==> config.mk <==
export PLATFORM = sky130hd
export DESIGN_NAME = programmable_binary_timer
export DESIGN_NICKNAME = d
export VERILOG_FILES = /design/src/include/timer_pkg.sv /design/src/include/timer_if.sv /design/src/hw/binary_counter.sv /design/src/hw/programmable_binary_timer.sv /design/src/hw/time_base_gen.sv
export SDC_FILE = /design/constraint.sdc
export NUM_CORES = 1
export LEC_CHECK = 0
export ABC_AREA = 1
export CAP_MARGIN = 30
export CORE_UTILIZATION = 40
export CTS_BUF_LIST = sky130_fd_sc_hd__clkbuf_2 sky130_fd_sc_hd__clkbuf_4 sky130_fd_sc_hd__clkbuf_8
export DETAILED_ROUTE_END_ITERATION = 8
export DONT_BUFFER_PORTS = 1
export GPL_TIMING_DRIVEN = 0
export PLACE_DENSITY = 0.54
export SLEW_MARGIN = 20
export SYNTH_ARGS = -nofsm -noshare
export SYNTH_HDL_FRONTEND = slang
export SYNTH_HIERARCHICAL = 1
export SYNTH_SLANG_ARGS = --single-unit
==> constraint.sdc <==
create_clock -name clk_i -period 1.48 [get_ports clk_i]
set_clock_uncertainty 0.2 [all_clocks]
set_input_delay 0.074 -clock clk_i [delete_from_list [all_inputs] [get_ports clk_i]]
set_output_delay 0.074 -clock clk_i [all_outputs]
set_load 0.03 [all_outputs]
==> src/include/timer_pkg.sv <==
// Shared constants for the programmable binary timer
package timer_pkg;
   localparam int COUNT_WIDTH = 8;
   localparam int CLK_PERIOD_PS = 5000;
   // Internal time-base period T and the least low time of its pulse
   localparam int TB_PERIOD_NS = 2000;
   localparam int TB_PERIOD_CYCLES = (TB_PERIOD_NS * 1000) / CLK_PERIOD_PS;
   localparam int TBO_LOW_NS = 500;
   localparam int TBO_LOW_CYCLES = (TBO_LOW_NS * 1000 + CLK_PERIOD_PS - 1) / CLK_PERIOD_PS;
   localparam int TB_PHASE_WIDTH = $clog2(TB_PERIOD_CYCLES);
   localparam logic [COUNT_WIDTH-1:0] COUNT_RESET = 8'h00;
   localparam logic [COUNT_WIDTH-1:0] ALL_DRIVEN = 8'hFF;
   // Positions of the synchronised pins
   localparam int PIN_TRIG = 0;
   localparam int PIN_MR = 1;
   localparam int PIN_TBO = 2;
   localparam int PIN_BUS = 3;
   localparam int PIN_NET = 4;
   localparam int PIN_SELF = 5;
   localparam int PIN_SYNTH = 6;
   localparam int PIN_AUTO = 7;
   localparam int PIN_COUNT = 8;
   // Pulled-up pins (time base, bus) idle high
   localparam logic [PIN_COUNT-1:0] SYNC_RESET = 8'h0C;
   localparam logic [1:0] BOOT_FIRE = 2'h2;
   localparam logic [1:0] BOOT_DONE = 2'h3;
endpackage : timer_pkg

==> src/include/timer_if.sv <==
// Signals shared by the control, time base and counter
`timescale 1ns/1ps
interface timer_if;
   logic run;
   logic tb_enable;
   logic tb_low;
   logic tbo_level;
   logic [7:0] count;
   modport control (output run, output tb_enable, output tbo_level, input tb_low, input count);
   modport timebase (input tb_enable, output tb_low);
   modport counter (input run, input tbo_level, output count);
endinterface : timer_if

==> src/hw/binary_counter.sv <==
// Eight-stage binary counter stepped on falling time-base edges
`timescale 1ns/1ps
module binary_counter
   import timer_pkg::*;
(
   input wire logic clk_i,
   input wire logic reset_i,
   timer_if.counter ctr
);
   logic prev_reg;
   logic [COUNT_WIDTH-1:0] count_reg;
   logic fall;

   assign fall = prev_reg && !ctr.tbo_level;

   always_ff @(posedge clk_i or posedge reset_i) begin
      if (reset_i) begin
         prev_reg <= 1'b1;
      end else begin
         prev_reg <= ctr.tbo_level;
      end
   end

   // A clamped-low pin gives no edge, so the count holds
   always_ff @(posedge clk_i or posedge reset_i) begin
      if (reset_i) begin
         count_reg <= COUNT_RESET;
      end else if (!ctr.run) begin
         count_reg <= COUNT_RESET;
      end else if (fall) begin
         count_reg <= count_reg + 1'b1;
      end
   end

   assign ctr.count = count_reg;
endmodule : binary_counter

==> src/hw/programmable_binary_timer.sv <==
// Top of the programmable binary timer with open-drain outputs
// Notes on behaviour
// - Self-reset: bus low N periods, N 1..255
// - Tied bus is low if any output low
// - Chained units: weight 128 output clocks second
// - No feedback: count forever until master reset
// - Master reset halts base, releases all outputs
// - Continuous mode triggers itself once at start
// - Free-run pattern repeats at highest tied bit
// - Narrowest pulse set by lowest tied bit
// - External clock: count each falling edge
// - Synthesizer: one-period pulse every N+1 periods
// - Counter walks 256 equal states, one per period
// - Clamped time-base pin freezes the count
// - Count readable as 8-bit word, MSB weight 128
// - Triggers ignored while a cycle runs
// - Trigger beats simultaneous master reset
// - Trigger starts base, drives all outputs low
`timescale 1ns/1ps
module programmable_binary_timer
   import timer_pkg::*;
(
   input wire logic clk_i,
   input wire logic reset_i,
   input wire logic trigger_i,
   input wire logic master_reset_in_i,
   input wire logic timing_network_pin_i,
   input wire logic time_base_out_i,
   input wire logic output_bus_i,
   input wire logic self_reset_i,
   input wire logic synth_mode_i,
   input wire logic auto_trigger_i,
   output logic time_base_out_o,
   output logic time_base_out_oe_o,
   output logic [COUNT_WIDTH-1:0] weighted_count_outputs_o,
   output logic [COUNT_WIDTH-1:0] weighted_count_outputs_oe_o,
   output logic [COUNT_WIDTH-1:0] count_value_o,
   output logic synth_pulse_o,
   output logic busy_o
);
   typedef enum logic [1:0] {IDLE, RUN, GAP} timer_state_type;

   timer_state_type state_reg;
   timer_state_type state_next;
   logic [PIN_COUNT-1:0] pins;
   logic [PIN_COUNT-1:0] sync1_reg;
   logic [PIN_COUNT-1:0] sync2_reg;
   logic trig_prev_reg;
   logic mr_prev_reg;
   logic bus_prev_reg;
   logic tbo_prev_reg;
   logic [1:0] boot_reg;
   logic trig_rise;
   logic mr_rise;
   logic bus_rise;
   logic tbo_fall;
   logic auto_fire;
   logic start;
   logic restart;
   logic self_end;
   logic drive_level_reg;
   logic tbo_oe_reg;
   logic [COUNT_WIDTH-1:0] oe_reg;
   logic [COUNT_WIDTH-1:0] count_out_reg;
   logic synth_reg;
   logic busy_reg;
   logic [3:0] fall_delay_reg;
   logic gap_fall;

   timer_if link ();

   time_base_gen u_time_base (
      .clk_i(clk_i),
      .reset_i(reset_i),
      .tb(link.timebase)
   );

   binary_counter u_counter (
      .clk_i(clk_i),
      .reset_i(reset_i),
      .ctr(link.counter)
   );

   assign pins = {auto_trigger_i, synth_mode_i, self_reset_i, timing_network_pin_i,
                  output_bus_i, time_base_out_i, master_reset_in_i, trigger_i};

   // Every pin is asynchronous to clk_i
   always_ff @(posedge clk_i or posedge reset_i) begin
      if (reset_i) begin
         sync1_reg <= SYNC_RESET;
         sync2_reg <= SYNC_RESET;
      end else begin
         sync1_reg <= pins;
         sync2_reg <= sync1_reg;
      end
   end

   always_ff @(posedge clk_i or posedge reset_i) begin
      if (reset_i) begin
         trig_prev_reg <= 1'b0;
         mr_prev_reg <= 1'b0;
         bus_prev_reg <= 1'b1;
         tbo_prev_reg <= 1'b1;
      end else begin
         trig_prev_reg <= sync2_reg[PIN_TRIG];
         mr_prev_reg <= sync2_reg[PIN_MR];
         bus_prev_reg <= sync2_reg[PIN_BUS];
         tbo_prev_reg <= sync2_reg[PIN_TBO];
      end
   end

   assign trig_rise = sync2_reg[PIN_TRIG] && !trig_prev_reg;
   assign mr_rise = sync2_reg[PIN_MR] && !mr_prev_reg;
   assign bus_rise = sync2_reg[PIN_BUS] && !bus_prev_reg;
   assign tbo_fall = tbo_prev_reg && !sync2_reg[PIN_TBO];

   // Gap exit lags the edge as long as the bus path lags the count,
   // so the synthesizer pulse spans a whole base period
   always_ff @(posedge clk_i or posedge reset_i) begin
      if (reset_i) begin
         fall_delay_reg <= 4'h0;
      end else begin
         fall_delay_reg <= {fall_delay_reg[2:0], tbo_fall};
      end
   end

   assign gap_fall = fall_delay_reg[3];

   // Waits until the strap has crossed the synchroniser, then fires once
   always_ff @(posedge clk_i or posedge reset_i) begin
      if (reset_i) begin
         boot_reg <= 2'h0;
      end else if (boot_reg != BOOT_DONE) begin
         boot_reg <= boot_reg + 2'h1;
      end
   end

   assign auto_fire = (boot_reg == BOOT_FIRE) && sync2_reg[PIN_AUTO];
   assign start = trig_rise || auto_fire;
   assign restart = (state_reg != IDLE) && trig_rise && mr_rise;
   // Edge, not level: the bus still reads high for a few cycles after a start
   assign self_end = sync2_reg[PIN_SELF] && bus_rise;

   always_comb begin
      state_next = state_reg;
      unique case (state_reg)
         IDLE: begin
            if (start) begin
               state_next = RUN;
            end
         end
         RUN: begin
            if (restart) begin
               state_next = RUN;
            end else if (mr_rise) begin
               state_next = IDLE;
            end else if (self_end) begin
               state_next = sync2_reg[PIN_SYNTH] ? GAP : IDLE;
            end
         end
         GAP: begin
            if (restart) begin
               state_next = RUN;
            end else if (mr_rise) begin
               state_next = IDLE;
            end else if (gap_fall) begin
               state_next = RUN;
            end
         end
      endcase
   end

   // Other triggers fall through the RUN arm unseen
   always_ff @(posedge clk_i or posedge reset_i) begin
      if (reset_i) begin
         state_reg <= IDLE;
      end else begin
         state_reg <= state_next;
      end
   end

   // Base runs through the synthesizer gap so it is timed by one period
   assign link.tb_enable = (state_reg != IDLE) && sync2_reg[PIN_NET];
   assign link.run = (state_reg == RUN) && !restart;
   assign link.tbo_level = sync2_reg[PIN_TBO];

   always_ff @(posedge clk_i or posedge reset_i) begin
      if (reset_i) begin
         drive_level_reg <= 1'b0;
      end else begin
         drive_level_reg <= 1'b0;
      end
   end

   always_ff @(posedge clk_i or posedge reset_i) begin
      if (reset_i) begin
         tbo_oe_reg <= 1'b0;
      end else begin
         tbo_oe_reg <= link.tb_low;
      end
   end

   // Each drain pulls low only for a zero bit, so tied drains sum their weights
   generate
      for (genvar b = 0; b < COUNT_WIDTH; b++) begin : g_drain
         always_ff @(posedge clk_i or posedge reset_i) begin
            if (reset_i) begin
               oe_reg[b] <= 1'b0;
            end else begin
               oe_reg[b] <= (state_reg == RUN) && !link.count[b];
            end
         end
      end
   endgenerate

   always_ff @(posedge clk_i or posedge reset_i) begin
      if (reset_i) begin
         count_out_reg <= COUNT_RESET;
         synth_reg <= 1'b0;
         busy_reg <= 1'b0;
      end else begin
         count_out_reg <= link.count;
         synth_reg <= (state_reg == GAP);
         busy_reg <= (state_reg != IDLE);
      end
   end

   assign time_base_out_o = drive_level_reg;
   assign time_base_out_oe_o = tbo_oe_reg;
   assign weighted_count_outputs_o = {COUNT_WIDTH{drive_level_reg}};
   assign weighted_count_outputs_oe_o = oe_reg;
   assign count_value_o = count_out_reg;
   assign synth_pulse_o = synth_reg;
   assign busy_o = busy_reg;
endmodule : programmable_binary_timer

==> src/hw/time_base_gen.sv <==
// Internal time base: one low pulse per period T
`timescale 1ns/1ps
module time_base_gen
   import timer_pkg::*;
(
   input wire logic clk_i,
   input wire logic reset_i,
   timer_if.timebase tb
);
   logic [TB_PHASE_WIDTH-1:0] phase_reg;

   always_ff @(posedge clk_i or posedge reset_i) begin
      if (reset_i) begin
         phase_reg <= '0;
      end else if (!tb.tb_enable) begin
         phase_reg <= '0;
      end else if (phase_reg == TB_PHASE_WIDTH'(TB_PERIOD_CYCLES - 1)) begin
         phase_reg <= '0;
      end else begin
         phase_reg <= phase_reg + 1'b1;
      end
   end

   // Low for the tail of each period, so the falling edge lands once per T
   assign tb.tb_low = tb.tb_enable && (phase_reg >= TB_PHASE_WIDTH'(TB_PERIOD_CYCLES - TBO_LOW_CYCLES));
endmodule : time_base_gen

==> reports/qor.txt <==
endpoints failing setup = 8
min Tclk post-route = 1580 ps
Post-Route Setup TNS = -502 ps
floorplan die height = 81.4 um
post-route clock period utilization = 1.07
P&R area growth vs syn = 26.8%
IR drop worst, VDD = 0.00104 V
Most Frequent Cell on Critical Path = sky130_fd_sc_hd__nor2_4
transition at the pin with the smallest max-transition slack = 581 ps
Crit path largest cell delay = 400 ps
Core Box Area = 5990 um2
Std-Cell Rows = 28
count of cell types in the netlist = 23
top cell family by delay on the critical path = simple AND/OR/NAND/NOR gates
aggregate routed wire length = 4.35 mm
area taken by multi-input logic gates = 836 um2
number of antenna violations at the first check in global routing = 0
first-pass GRT wire length = 7.47 mm
most frequently used flop master after synthesis = sky130_fd_sc_hd__dfrtp_1
failing checks = negative setup slack
final antenna-violating net count = 0
sequential fraction of design power = 0.454
Post-DP Area = 2680 um2
flops & latches, synth = 65
Buf+Inv Stages, Crit Path = 2
highest clock rate = 0.632 GHz
die area = 6630 um2
TritonCTS clock tree = done
Worst Hold Slack = 8.98 ps
ratio of cells with drive above 1 in the final layout = 0.285
most frequent cell after synthesis = sky130_fd_sc_hd__dfrtp_1
number of nets in the finished design = 297
# diodes = 0
static leakage power = 0.00152 uW
leading cell types by count after synthesis = 58 x sky130_fd_sc_hd__dfrtp_1, 41 x sky130_fd_sc_hd__nand2_1, 33 x sky130_fd_sc_hd__nor2_1
overall power after layout = 5370 uW
Root Buffer = sky130_fd_sc_hd__clkbuf_8
switching pwr = 1780 uW
Buffers on Ports = 0
post-synthesis area per instance = 10.5 um2
type of the worst min-delay path = input port to asynchronous set/reset pin
CTS HTree Levels = 3
top fanout value on the critical path = 7
cell types with the largest area share after synthesis = sky130_fd_sc_hd__dfrtp_1 58%, sky130_fd_sc_hd__dfstp_2 7.3%, sky130_fd_sc_hd__nand2_1 6.1%
DRC violation total after the first TritonRoute iteration = 69
sequential fraction of the synthesis area = 0.648
yosys warns = 6
width of the die = 81.4 um
total area of sequential cells = 1640 um2
Post-Synthesis Cells = 240
endpoint required time on the critical path = 1520 ps
result of the run = finished with violations
critical path's slowest cell = sky130_fd_sc_hd__dfrtp_1
arrival time reported for the critical path endpoint = 1630 ps
hpwl dp = 2.79 mm
largest net degree at the start of global routing = 27
relative contribution of the clock network to total power = 0.314
CP Cell Sequence = inv_2, ha_4, inv_4, nand3_4, nor2_4, nor2_4, nand2_1, a21oi_2, nor2_1
cell area after synthesis = 2520 um2
insertion delay of the later-clocked pin in the worst-skew pair = 340 ps
switching portion of total power = 0.331
most area-hungry cell type in the Yosys netlist = sky130_fd_sc_hd__dfrtp_1
number of enable flip-flop cells after synthesis = 0
worst setup slack after layout = -103 ps
vias in the first global route = 1592
worst setup path class = flip-flop to flip-flop
tightest slew margin relative to the limit = 0.612
relative contribution of combinational cells to total power = 0.232
final count of pins violating max slew = 0
Internal Dissipation = 3600 uW
flip-flop count of the largest register after layout = 9
# fillers = 524
number of violations of the max-capacitance limit = 0
DR vias/cell = 4.42
critical path capture point type = flip-flop
total gr overflow = 0
post-route design area = 3200 um2
number of vias after detailed routing = 1588
register clock-pin slew on the reported worst setup and hold paths = 70 ps
depth of the worst register-to-register path = 9
Synth async-reset ratio = 1.00
critical path depth = 9
starting utilization of the core area = 0.421
RSZ-0062 raised after global routing = true
final standard cell utilization of the core = 0.534
number of detailed-routing iterations run before antenna repair = 6
Fin. Hold Viols = 0
area share of the leading cell type in the synthesized netlist = 0.575
post-DR wirelength/cell = 12.1 um
clock buffer depth = 2
weighted congestion at the end of routability-driven global placement = 0.770
number of buffers created by CTS = 9
I/O pins = 38
global-route usage over all layers = 0.158
crit start category = flip-flop
DRC errors left = 0
power per standard cell area = 1680 nW/um2
number of sinks handled by clock tree synthesis = 65
-- kinds of logic after synthesis --
group / after synthesis / share of synthesized area
adder cells (fa/ha/maj): 8 / 0.0397
XOR/XNOR: 2 / 0.00695
AND/OR/NAND/NOR: 109 / 0.199
flip-flops: 65 / 0.648
AO/OA/AOI/OAI: 14 / 0.0283
other: 1 / 0.00149
buffers and inverters: 41 / 0.0759
-- path summary, 6_finish.rpt --
kind | start | slack [ps] | to
worst max-delay path | state_reg[1]$_DFFE_PP0P_ | -100 | u_counter/ctr.count[5]$_DFFE_PP0P_
worst min-delay path | reset_i | 9 | u_time_base/phase_reg[0]$_DFF_PP0_
worst max register to register | state_reg[1]$_DFFE_PP0P_ | -100 | u_counter/ctr.count[5]$_DFFE_PP0P_
worst min register to register | fall_delay_reg[2]$_DFF_PP0_ | 140 | fall_delay_reg[3]$_DFF_PP0_
max in group asynchronous | reset_i | 270 | u_counter/ctr.count[3]$_DFFE_PP0P_
min in group clk_i | time_base_out_i | 80 | sync1_reg[2]$_DFF_PP1_
-- cell usage in the layout, fill, tap and decap left out, types with 3 or more instances in the layout --
cell type                       Yosys  routed
sky130_fd_sc_hd__o21ai_0            7       5
sky130_fd_sc_hd__dfstp_2            7       7
sky130_fd_sc_hd__inv_2              4       7
sky130_fd_sc_hd__inv_1             27      22
sky130_fd_sc_hd__nand3_2            2       6
sky130_fd_sc_hd__buf_4             10      15
sky130_fd_sc_hd__ha_1               8       4
sky130_fd_sc_hd__clkbuf_8           0      10
sky130_fd_sc_hd__ha_4               0       3
sky130_fd_sc_hd__dlygate4sd3_1      0      11
sky130_fd_sc_hd__nor2_1            33      29
sky130_fd_sc_hd__a21oi_1            5       4
sky130_fd_sc_hd__nor2_2             4       6
sky130_fd_sc_hd__nand2_4            2       3
sky130_fd_sc_hd__conb_1             1       9
sky130_fd_sc_hd__nand2_1           41      39
sky130_fd_sc_hd__buf_6              0       3
sky130_fd_sc_hd__nand2_2            3       4
sky130_fd_sc_hd__nand3_1           19      14
sky130_fd_sc_hd__dfrtp_1           58      58
sky130_fd_sc_hd__nor2_4             2       4
-- through the flow --
| stage | std cells | setup slack [ps] |
|---|---|---|
| after floorplan | 248 | -34.2 |
| final | 359 | -103 |
| after CTS | 358 | -178 |
| after global placement | 323 | -389 |
| after detailed placement | 324 | -245 |
| after global routing | 359 | -180 |
-- repair_timing --
item,CTS,global route
endpoints found under the setup margin,13,20
endpoints found under the hold margin,67,0
hold buffers,11,0
pin swaps,3,4
gates resized for setup,11,21
buffers inserted,7,2
-- cell type report --
class | instances | area share
flip-flops and latches | 65 | 0.511
multi-input cells | 142 | 0.261
repair buffers | 21 | 0.0677
clock buffers | 12 | 0.0477
inverters | 31 | 0.0379
well taps | 75 | 0.0293
clock inverters | 4 | 0.0239
plain buffers | 9 | 0.0211
-- metal layers --
metal / GRT usage / vias up / routed length (um)
met3: 0.0878 / 4 / 221
met1: 0.181 / 750 / 1960
met4: 0.0589 / 0 / 35
met2: 0.246 / 32 / 2140
met5: 0 / - / 0
li1: - / 802 / -
-- worst register-to-register path: cells and delay by family (launching register included) --
family	cells	cell delay [ps]
and+or+nand+nor	5	460
AOI/OAI and AO/OA	1	120
buffers and inverters	2	140
adders and majority gates	1	160
DFF	1	400
-- power groups by stage --
stage	registers, uW	clock network, uW	logic, uW
after global placement	2470	0	798
after floorplan	2430	0	631
after CTS	2450	1740	1090
final	2440	1690	1250
after global routing	2470	1820	1400
after detailed placement	2470	0	818
Note: power is estimated with default switching activity, not from simulation.
